$ cat config.mk
export PLATFORM = sky130hd
export DESIGN_NAME = time_base_and_watchdog
export DESIGN_NICKNAME = d
export VERILOG_FILES = /design/src/design/tbg_pkg.sv /design/src/design/time_base_and_watchdog.sv /design/src/design/prescale_divider.sv /design/src/design/restart_key_sequencer.sv
export SDC_FILE = /design/constraint.sdc
export NUM_CORES = 1
export LEC_CHECK = 0
export BUFFER_PORTS_ARGS = -buffer_cell sky130_fd_sc_hd__buf_2
export CAP_MARGIN = 20
export CELL_PAD_IN_SITES_DETAIL_PLACEMENT = 1
export CELL_PAD_IN_SITES_GLOBAL_PLACEMENT = 1
export CORE_UTILIZATION = 28
export CTS_CLUSTER_DIAMETER = 50
export DETAILED_ROUTE_END_ITERATION = 16
export PLACE_DENSITY_LB_ADDON = 0.12
export SETUP_SLACK_MARGIN = 0.02
export SYNTH_ARGS = -nofsm -noshare
export SYNTH_HDL_FRONTEND = slang
export SYNTH_SLANG_ARGS = --single-unit
$ cat constraint.sdc
create_clock -name clk -period 2 [get_ports clk]
set_input_delay 0.3 -clock clk [delete_from_list [all_inputs] [get_ports clk]]
set_output_delay 0.3 -clock clk [all_outputs]
set_load 0.03 [all_outputs]
$ cat src/design/tbg_pkg.sv
// constants, types and register map of the time base and supervisor
package tbg_pkg;
   // ==========================================================
   // widths
   localparam int PRESCALE_W = 8;
   localparam int SUPERVISOR_W = 12;
   localparam int CKS_W = 2;

   // ==========================================================
   // register byte addresses
   localparam logic [31:0] RESTART_KEY_ADDR = 32'h0060_0200;
   localparam logic [31:0] CONTROL_ADDR = 32'h0060_0204;

   // ==========================================================
   // time base control layout
   localparam logic [7:0] CONTROL_RESET = 8'h00;
   localparam logic [7:0] CONTROL_MASK = 8'h1b;
   localparam int IEN_BIT = 4;
   localparam int MODE_BIT = 3;
   localparam int CKS_LSB = 0;

   // ==========================================================
   // key values
   localparam logic [7:0] KEY_START = 8'h3c;
   localparam logic [7:0] KEY_ALT = 8'hc3;
   localparam logic [7:0] KEY_UNLOCK = 8'h5a;

   // ==========================================================
   // counting
   localparam logic [2:0] DIV32_TAP = 3'h4;
   localparam logic [11:0] SUPERVISOR_MAX = 12'hfff;
   localparam logic [11:0] SUPERVISOR_ZERO = 12'h000;
   localparam logic [11:0] SUPERVISOR_STEP = 12'h001;
   localparam logic [31:0] READ_IDLE = 32'h0000_0000;

   // ==========================================================
   // restart key sequence, gray coded
   typedef enum logic [1:0] {
      key_first = 2'b00,
      key_want_alt = 2'b01,
      key_want_start = 2'b11
   } key_state_type;
endpackage

$ cat src/design/time_base_and_watchdog.sv
// time base generator with supervisory counter behind a wishbone slave
// Contract
// 8-bit prescaler gives divide-by-2 to divide-by-256 clocks
// divided clocks change on falling clock edge
// reset clears prescaler, divided clocks low
// 12-bit supervisor counts selected time base ticks
// clock select 00..11 picks /32../256
// reset: control zero, supervisor stopped
// watchdog: 3C starts, C3 then 3C clears
// watchdog overflow asserts system reset output
// counting continues while processor halts
// mode 1, enable 0 stops counting
// mode back to 0 restarts from zero
// interval: 3C starts, later 3C clears
// interval overflow raises irq, no reset
// control updates only after 5A unlock write
// control update clears supervisor counter
// bit4 enable, bit3 mode, bits1:0 select
// supervisor count is never readable
// restart key is write-only 8-bit
// overflow after 4096 selected ticks
// clearing supervisor leaves prescaler running
// wrong key values neither start nor clear
`timescale 1ns/10ps
module time_base_and_watchdog #(
   parameter int SUPERVISOR_W = tbg_pkg::SUPERVISOR_W
) (
   input wire logic clk,
   input wire logic reset,
   input wire logic wb_cyc,
   input wire logic wb_stb,
   input wire logic wb_we,
   input wire logic [31:0] wb_adr,
   input wire logic [3:0] wb_sel,
   input wire logic [31:0] wb_dat_w,
   output logic [31:0] wb_dat_r,
   output logic wb_ack,
   output logic [tbg_pkg::PRESCALE_W-1:0] time_base_clk,
   output logic supervisor_reset_out,
   output logic interval_irq
);
   // ==========================================================
   // declarations
   logic [7:0] control_reg;
   logic unlock_reg;
   logic run_reg;
   logic [SUPERVISOR_W-1:0] count_reg;
   logic [tbg_pkg::PRESCALE_W-1:0] tick;
   logic [2:0] tap;
   logic tick_sel;
   logic request;
   logic commit;
   logic bus_write;
   logic hit_key;
   logic hit_ctrl;
   logic key_write;
   logic ctrl_write;
   logic ctrl_update;
   logic [7:0] ctrl_new;
   logic interval_mode_select;
   logic interval_enable;
   logic key_enable;
   logic start_pulse;
   logic clear_pulse;
   logic clear_any;
   logic overflow;
   tbg_pkg::key_state_type key_state;

   // ==========================================================
   // prescaler and key decoder
   prescale_divider #(
      .WIDTH(tbg_pkg::PRESCALE_W)
   ) u_prescale (
      .clk(clk),
      .reset(reset),
      .tick(tick),
      .time_base_clk(time_base_clk)
   );

   restart_key_sequencer u_keys (
      .clk(clk),
      .reset(reset),
      .resync(ctrl_update),
      .key_write(key_write && key_enable),
      .key_data(wb_dat_w[7:0]),
      .interval_mode(interval_mode_select),
      .running(run_reg),
      .start_pulse(start_pulse),
      .clear_pulse(clear_pulse),
      .key_state(key_state)
   );

   // ==========================================================
   // bus decode, writes take effect on the edge that sees ack
   assign request = wb_cyc && wb_stb;
   assign commit = request && wb_ack;
   assign bus_write = commit && wb_we && wb_sel[0];
   assign hit_key = wb_adr == tbg_pkg::RESTART_KEY_ADDR;
   assign hit_ctrl = wb_adr == tbg_pkg::CONTROL_ADDR;
   assign key_write = bus_write && hit_key;
   assign ctrl_write = bus_write && hit_ctrl;
   assign ctrl_update = ctrl_write && unlock_reg;
   assign ctrl_new = wb_dat_w[7:0] & tbg_pkg::CONTROL_MASK;

   // ==========================================================
   // control fields
   assign interval_mode_select = control_reg[tbg_pkg::MODE_BIT];
   assign interval_enable = control_reg[tbg_pkg::IEN_BIT];
   assign key_enable = !(interval_mode_select && !interval_enable);

   // ==========================================================
   // counting clock select
   assign tap = tbg_pkg::DIV32_TAP + {1'b0,
      control_reg[tbg_pkg::CKS_LSB +: tbg_pkg::CKS_W]};
   assign tick_sel = tick[tap];
   assign clear_any = ctrl_update || start_pulse || clear_pulse;
   assign overflow = run_reg && tick_sel && !clear_any &&
      (&count_reg);

   // ==========================================================
   // bus acknowledge, one cycle after the request, then dropped
   always_ff @(posedge clk) begin
      if (reset) begin
         wb_ack <= 1'b0;
      end else begin
         wb_ack <= request && !wb_ack;
      end
   end

   // ==========================================================
   // read data, valid with ack; unmapped and key read as zero
   always_ff @(posedge clk) begin
      if (reset) begin
         wb_dat_r <= tbg_pkg::READ_IDLE;
      end else if (request && !wb_ack && !wb_we && hit_ctrl) begin
         wb_dat_r <= {24'h00_0000, control_reg};
      end else begin
         wb_dat_r <= tbg_pkg::READ_IDLE;
      end
   end

   // ==========================================================
   // unlock latch, any other write disarms it
   always_ff @(posedge clk) begin
      if (reset) begin
         unlock_reg <= 1'b0;
      end else if (ctrl_write) begin
         unlock_reg <= !unlock_reg &&
            wb_dat_w[7:0] == tbg_pkg::KEY_UNLOCK;
      end else if (bus_write) begin
         unlock_reg <= 1'b0;
      end
   end

   // ==========================================================
   // control register
   always_ff @(posedge clk) begin
      if (reset) begin
         control_reg <= tbg_pkg::CONTROL_RESET;
      end else if (ctrl_update) begin
         control_reg <= ctrl_new;
      end
   end

   // ==========================================================
   // run state
   always_ff @(posedge clk) begin
      if (reset) begin
         run_reg <= 1'b0;
      end else if (ctrl_update && ctrl_new[tbg_pkg::MODE_BIT]) begin
         // stays running only if already a running interval timer
         run_reg <= run_reg && interval_mode_select && interval_enable &&
            ctrl_new[tbg_pkg::IEN_BIT];
      end else if (ctrl_update) begin
         run_reg <= run_reg || interval_mode_select;
      end else if (start_pulse) begin
         run_reg <= 1'b1;
      end
   end

   // ==========================================================
   // supervisory counter, no halt input gates it
   always_ff @(posedge clk) begin
      if (reset) begin
         count_reg <= SUPERVISOR_W'(tbg_pkg::SUPERVISOR_ZERO);
      end else if (clear_any) begin
         // prescaler is untouched, so next tick may come early
         count_reg <= SUPERVISOR_W'(tbg_pkg::SUPERVISOR_ZERO);
      end else if (run_reg && tick_sel) begin

         count_reg <= count_reg + SUPERVISOR_W'(tbg_pkg::SUPERVISOR_STEP);
      end
   end

   // ==========================================================
   // overflow outputs
   always_ff @(posedge clk) begin
      if (reset) begin
         supervisor_reset_out <= 1'b0;
      end else if (overflow && !interval_mode_select) begin
         supervisor_reset_out <= 1'b1;
      end
   end

   always_ff @(posedge clk) begin
      if (reset) begin
         interval_irq <= 1'b0;
      end else begin
         interval_irq <= overflow && interval_mode_select;
      end
   end
endmodule // time_base_and_watchdog

$ cat src/design/prescale_divider.sv
// free running prescale counter with binary divided clock outputs
`timescale 1ns/10ps
module prescale_divider #(
   parameter int WIDTH = tbg_pkg::PRESCALE_W
) (
   input wire logic clk,
   input wire logic reset,
   output logic [WIDTH-1:0] tick,
   output logic [WIDTH-1:0] time_base_clk
);
   logic [WIDTH-1:0] count_reg;

   // ==========================================================
   // counter
   always_ff @(posedge clk) begin
      if (reset) begin
         count_reg <= '0;
      end else begin
         count_reg <= count_reg + WIDTH'(1);
      end
   end

   // ==========================================================
   // one-cycle enables, tick[i] marks end of a divide by 2^(i+1)
   genvar i;
   generate
      for (i = 0; i < WIDTH; i++) begin : g_tap
         assign tick[i] = &count_reg[i:0];
      end
   endgenerate

   // ==========================================================
   // outputs retimed so they move on the falling edge
   always_ff @(negedge clk) begin
      if (reset) begin
         time_base_clk <= '0;
      end else begin
         time_base_clk <= count_reg;
      end
   end
endmodule // prescale_divider

$ cat src/design/restart_key_sequencer.sv
// decodes restart key writes into start and clear strobes
`timescale 1ns/10ps
module restart_key_sequencer (
   input wire logic clk,
   input wire logic reset,
   input wire logic resync,
   input wire logic key_write,
   input wire logic [7:0] key_data,
   input wire logic interval_mode,
   input wire logic running,
   output logic start_pulse,
   output logic clear_pulse,
   output tbg_pkg::key_state_type key_state
);
   tbg_pkg::key_state_type state_reg;
   tbg_pkg::key_state_type state_next;

   // ==========================================================
   // decode
   always_comb begin
      start_pulse = 1'b0;
      clear_pulse = 1'b0;
      state_next = state_reg;
      if (key_write && interval_mode) begin
         if (key_data == tbg_pkg::KEY_START) begin
            start_pulse = !running;
            clear_pulse = running;
         end
         state_next = tbg_pkg::key_first;
      end else if (key_write) begin
         case (state_reg)
            tbg_pkg::key_first: begin
               if (key_data == tbg_pkg::KEY_START && !running) begin
                  start_pulse = 1'b1;
                  state_next = tbg_pkg::key_want_alt;
               end else if (key_data == tbg_pkg::KEY_ALT && running) begin
                  state_next = tbg_pkg::key_want_start;
               end
            end
            tbg_pkg::key_want_alt: begin
               if (key_data == tbg_pkg::KEY_ALT) begin
                  state_next = tbg_pkg::key_want_start;
               end
            end
            tbg_pkg::key_want_start: begin
               if (key_data == tbg_pkg::KEY_START) begin
                  clear_pulse = 1'b1;
                  state_next = tbg_pkg::key_want_alt;
               end
            end
            default: begin
               state_next = tbg_pkg::key_first;
            end
         endcase
      end
      if (resync) begin
         state_next = tbg_pkg::key_first;
      end
   end

   always_ff @(posedge clk) begin
      if (reset) begin
         state_reg <= tbg_pkg::key_first;
      end else begin
         state_reg <= state_next;
      end
   end

   assign key_state = state_reg;
endmodule // restart_key_sequencer

==> results.txt <==
----------------------------------------------------
[CTS]
  CTS Root Buffer Type ... clkbuf_8
  CTS tree ... done
  Clock transition at the registers of the reported paths ... 0.09 ns
  Largest buffer count on any clock path ... 2
  Maximum level of the CTS H-tree ... 2
  TritonCTS sink count ... 43
  Clock latency of the later-clocked register in the worst-skew pair ... 0.37 ns
  CTS Buf Count ... 5

[Pwr]
  Areal power density over the cells ... 595.8 nW/um^2
  Total Power ... 0.001738 W
  Pleak ... 1.212 nW
  VDD IR-drop max ... 205.1 uV

[Worst setup path]
  Worst Path Buf+Inv ... 1
  Worst path max stage delay ... 0.32 ns
  Dominant delay contributor by cell family on the critical path ... flip-flops
  Kind of start point of the critical path ... flip-flop
  Category of the critical setup timing path ... reg -> out
  End of the worst register-to-register path ... count_reg[10]
  Crit path max fanout ... 1
  Cell type of the slowest stage on the worst timing path ... dfxtp_2
  Critical path endpoint category ... output port
  Worst flop-to-flop path startpoint ... u_prescale.count_reg[1]
  Length in cells of the worst reg-to-reg path ... 9
  Critical path required time ... 1.70 ns
  Flop-to-flop setup slack ... -0.10 ns
  Signal arrival time at the worst endpoint ... 1.82 ns
  Cell chain of the critical path ... buf_6

[Logic synthesis]
  Synth Area per Inst ... 9.142 sq um
  Portion of synthesized cell area occupied by the leading cell type ... 40.07%
  Number of different library cells in the post-synthesis netlist ... 46
  Post-synthesis instance area ... 2148 sq um
  Synth warnings ... 0
  Leading post-synthesis cells by cell area ... dfxtp_1, buf_4, nor2_1
  Most used flip-flop cell after synthesis ... dfxtp_1
  Seq/Total Area, Yosys ... 40.07%
  Seq cells post-synth ... 43
  EDFF count, synth ... 0
  Synthesized instance count ... 235
  Post-synth ARST share ... 0%
  Cell type with the highest aggregate area in the netlist ... dfxtp_1

[Timing]
  Final count of negative-setup-slack endpoints ... 15
  Worst-case clock skew ... 0.06865 ns
  Final Hold Slack ... 0.2640 ns
  Final Hold Fails ... 0
  Unrepaired setup endpoints after global routing ... yes
  Least setup slack across all paths after layout ... -0.1162 ns
  Max-slew violation count ... 0

[Global route]
  Total routing usage reported by global routing ... 14.15%
  First-pass GRT wire length ... 8866 microns
  Antenna violations before repair ... 0
  Number of global-route vias before repair ... 2,007
  Remaining Overflow, GRT ... 0
  Largest net degree at the start of global routing ... 17

[Route]
  Final Routed Wirelength ... 5311 microns
  Overall via count from detail_route ... 1,950
  Number of routed nets with antenna violations ... 0
  Routed wirelength normalized by instance count ... 12.47 microns
  Via density per instance ... 4.577
  DRC violation total after the first TritonRoute iteration ... 55
  DRC ... 0
  Number of search-and-repair iterations in the first detailed-routing pass ... 4

[Min path]
  Endpoint with the worst hold slack ... run_reg
  Worst min-delay path category ... in -> reg
  Hold-critical path depth ... 2
  Min-Delay Startpoint ... wb_dat_w[3]

[Placement]
  Post-placement cell count ... 409
  Count of input and output buffers ... 60
  Gpl congestion ... 0.7287
  Placement-stage cell area ... 2651 sq um
  Hpwl dp ... 4020 microns

[Layout]
  Count of placed standard cells in the final layout, fillers left out ... 426
  Number of antenna repair diodes ... 0
  Fraction of layout cells with a size suffix above 1 ... 38.23%
  Largest register FFs ... 12
  Post-layout nets ... 402
  Highest-count cells in the layout ignoring fill and taps ... buf_2, dfxtp_1, conb_1
  Layout overhead on the synthesized area ... 35.76%
  Most common library cell in the layout ignoring fill and taps ... buf_2
  Final instance area ... 2917 sq um
  Fill cell total of the finished layout ... 868

[Die]
  Num ports ... 116
  Die outline area ... 8027 sq um
  Initial Util ... 29.31%
  Area of the placeable core ... 7331 sq um
  Die W ... 89.60 microns
  Site Rows ... 31
  Die height ... 89.60 microns

[Run status]
  Status ... finished, violations left
  Failing checks ... setup timing

[Flow run]
  Max-cap violation count ... 0

----------------------------------------------------
[power breakdown]
| group | internal, W | total (W) | switching, W | leakage, nW |
|---|---|---|---|---|
| registers | 0.000867 | 0.000874 | 0.00000687 | 0.352 |
| logic | 0.0000684 | 0.000196 | 0.000127 | 0.769 |
| clock network | 0.000281 | 0.000668 | 0.000387 | 0.0922 |
[area by class of cell]
cell class	count	area (sq um)	share of cell area [%]
inverters	4	15.01	0.5148
clock inverters	11	56.30	1.931
well taps	99	123.9	4.247
flip-flops and latches	43	873.3	29.94
multi-input cells	179	1221	41.87
repair buffers	85	558.0	19.13
clock buffers	5	68.82	2.360
[kinds of logic after synthesis]
kind of cell / synth area share [%]
xor gates and xnor gates: 2.446
adders and majority gates: 1.747
buffers and inverters: 11.94
other: 0.1746
muxes: 2.796
AOI/OAI and AO/OA: 10.66
DFF: 40.07
and+or+nand+nor: 30.17
[worst max path at each step]
stage                                            from  depth (start not counted)                to  slack [ns]
after global routing          u_prescale.count_reg[1]                          9     count_reg[10]       -0.17
after detailed placement      u_prescale.count_reg[1]                          8      count_reg[9]       -0.23
after global placement        u_prescale.count_reg[1]                          8      count_reg[9]       -0.18
after CTS                     u_prescale.count_reg[0]                          9     count_reg[10]       -0.11
after floorplan               u_prescale.count_reg[1]                          8      count_reg[9]       -0.01
final                     u_prescale.time_base_clk[6]                          1  time_base_clk[6]       -0.12
[routing by layer]
metal | share of wire [%] | GRT usage [%] | wire, microns
met1 | 46 | 17.22 | 2425
met2 | 50 | 25.34 | 2662
met3 | 3.5 | 2.834 | 186
met4 | 0.68 | 3.752 | 36
met5 | 0 | 0 | 0
[synth_stat cells (4+ instances only)]
| cell | count |
|---|---|
| a21oi_1 | 12 |
| and2_1 | 4 |
| buf_4 | 28 |
| clkbuf_1 | 6 |
| dfxtp_1 | 43 |
| inv_1 | 5 |
| mux2i_1 | 6 |
| nand2_1 | 11 |
| nand3_1 | 9 |
| nand4_1 | 5 |
| nor2_1 | 22 |
| nor2b_1 | 13 |
| nor4bb_1 | 4 |
| o21ai_0 | 4 |
| o31ai_1 | 6 |
| or4_1 | 6 |
| xnor2_1 | 5 |
[metrics by stage]
step	setup slack [ns]	setup TNS, ns	util, %
floorplan	-0.01236	-0.01236	-
global placement	-0.1846	-0.6428	36.17
detailed placement	-0.2302	-0.8693	36.17
CTS	-0.1134	-1.227	39.49
global route	-0.1676	-2.325	39.78
finish	-0.1162	-1.076	39.78
[what timing repair did]
action,in CTS,in global routing
pin swaps,4,3
hold buffers,0,0
endpoints found under the setup margin,19,22
buffers inserted,1,1
gates resized for setup,34,3
No activity file was read; power rests on OpenSTA's default activity.
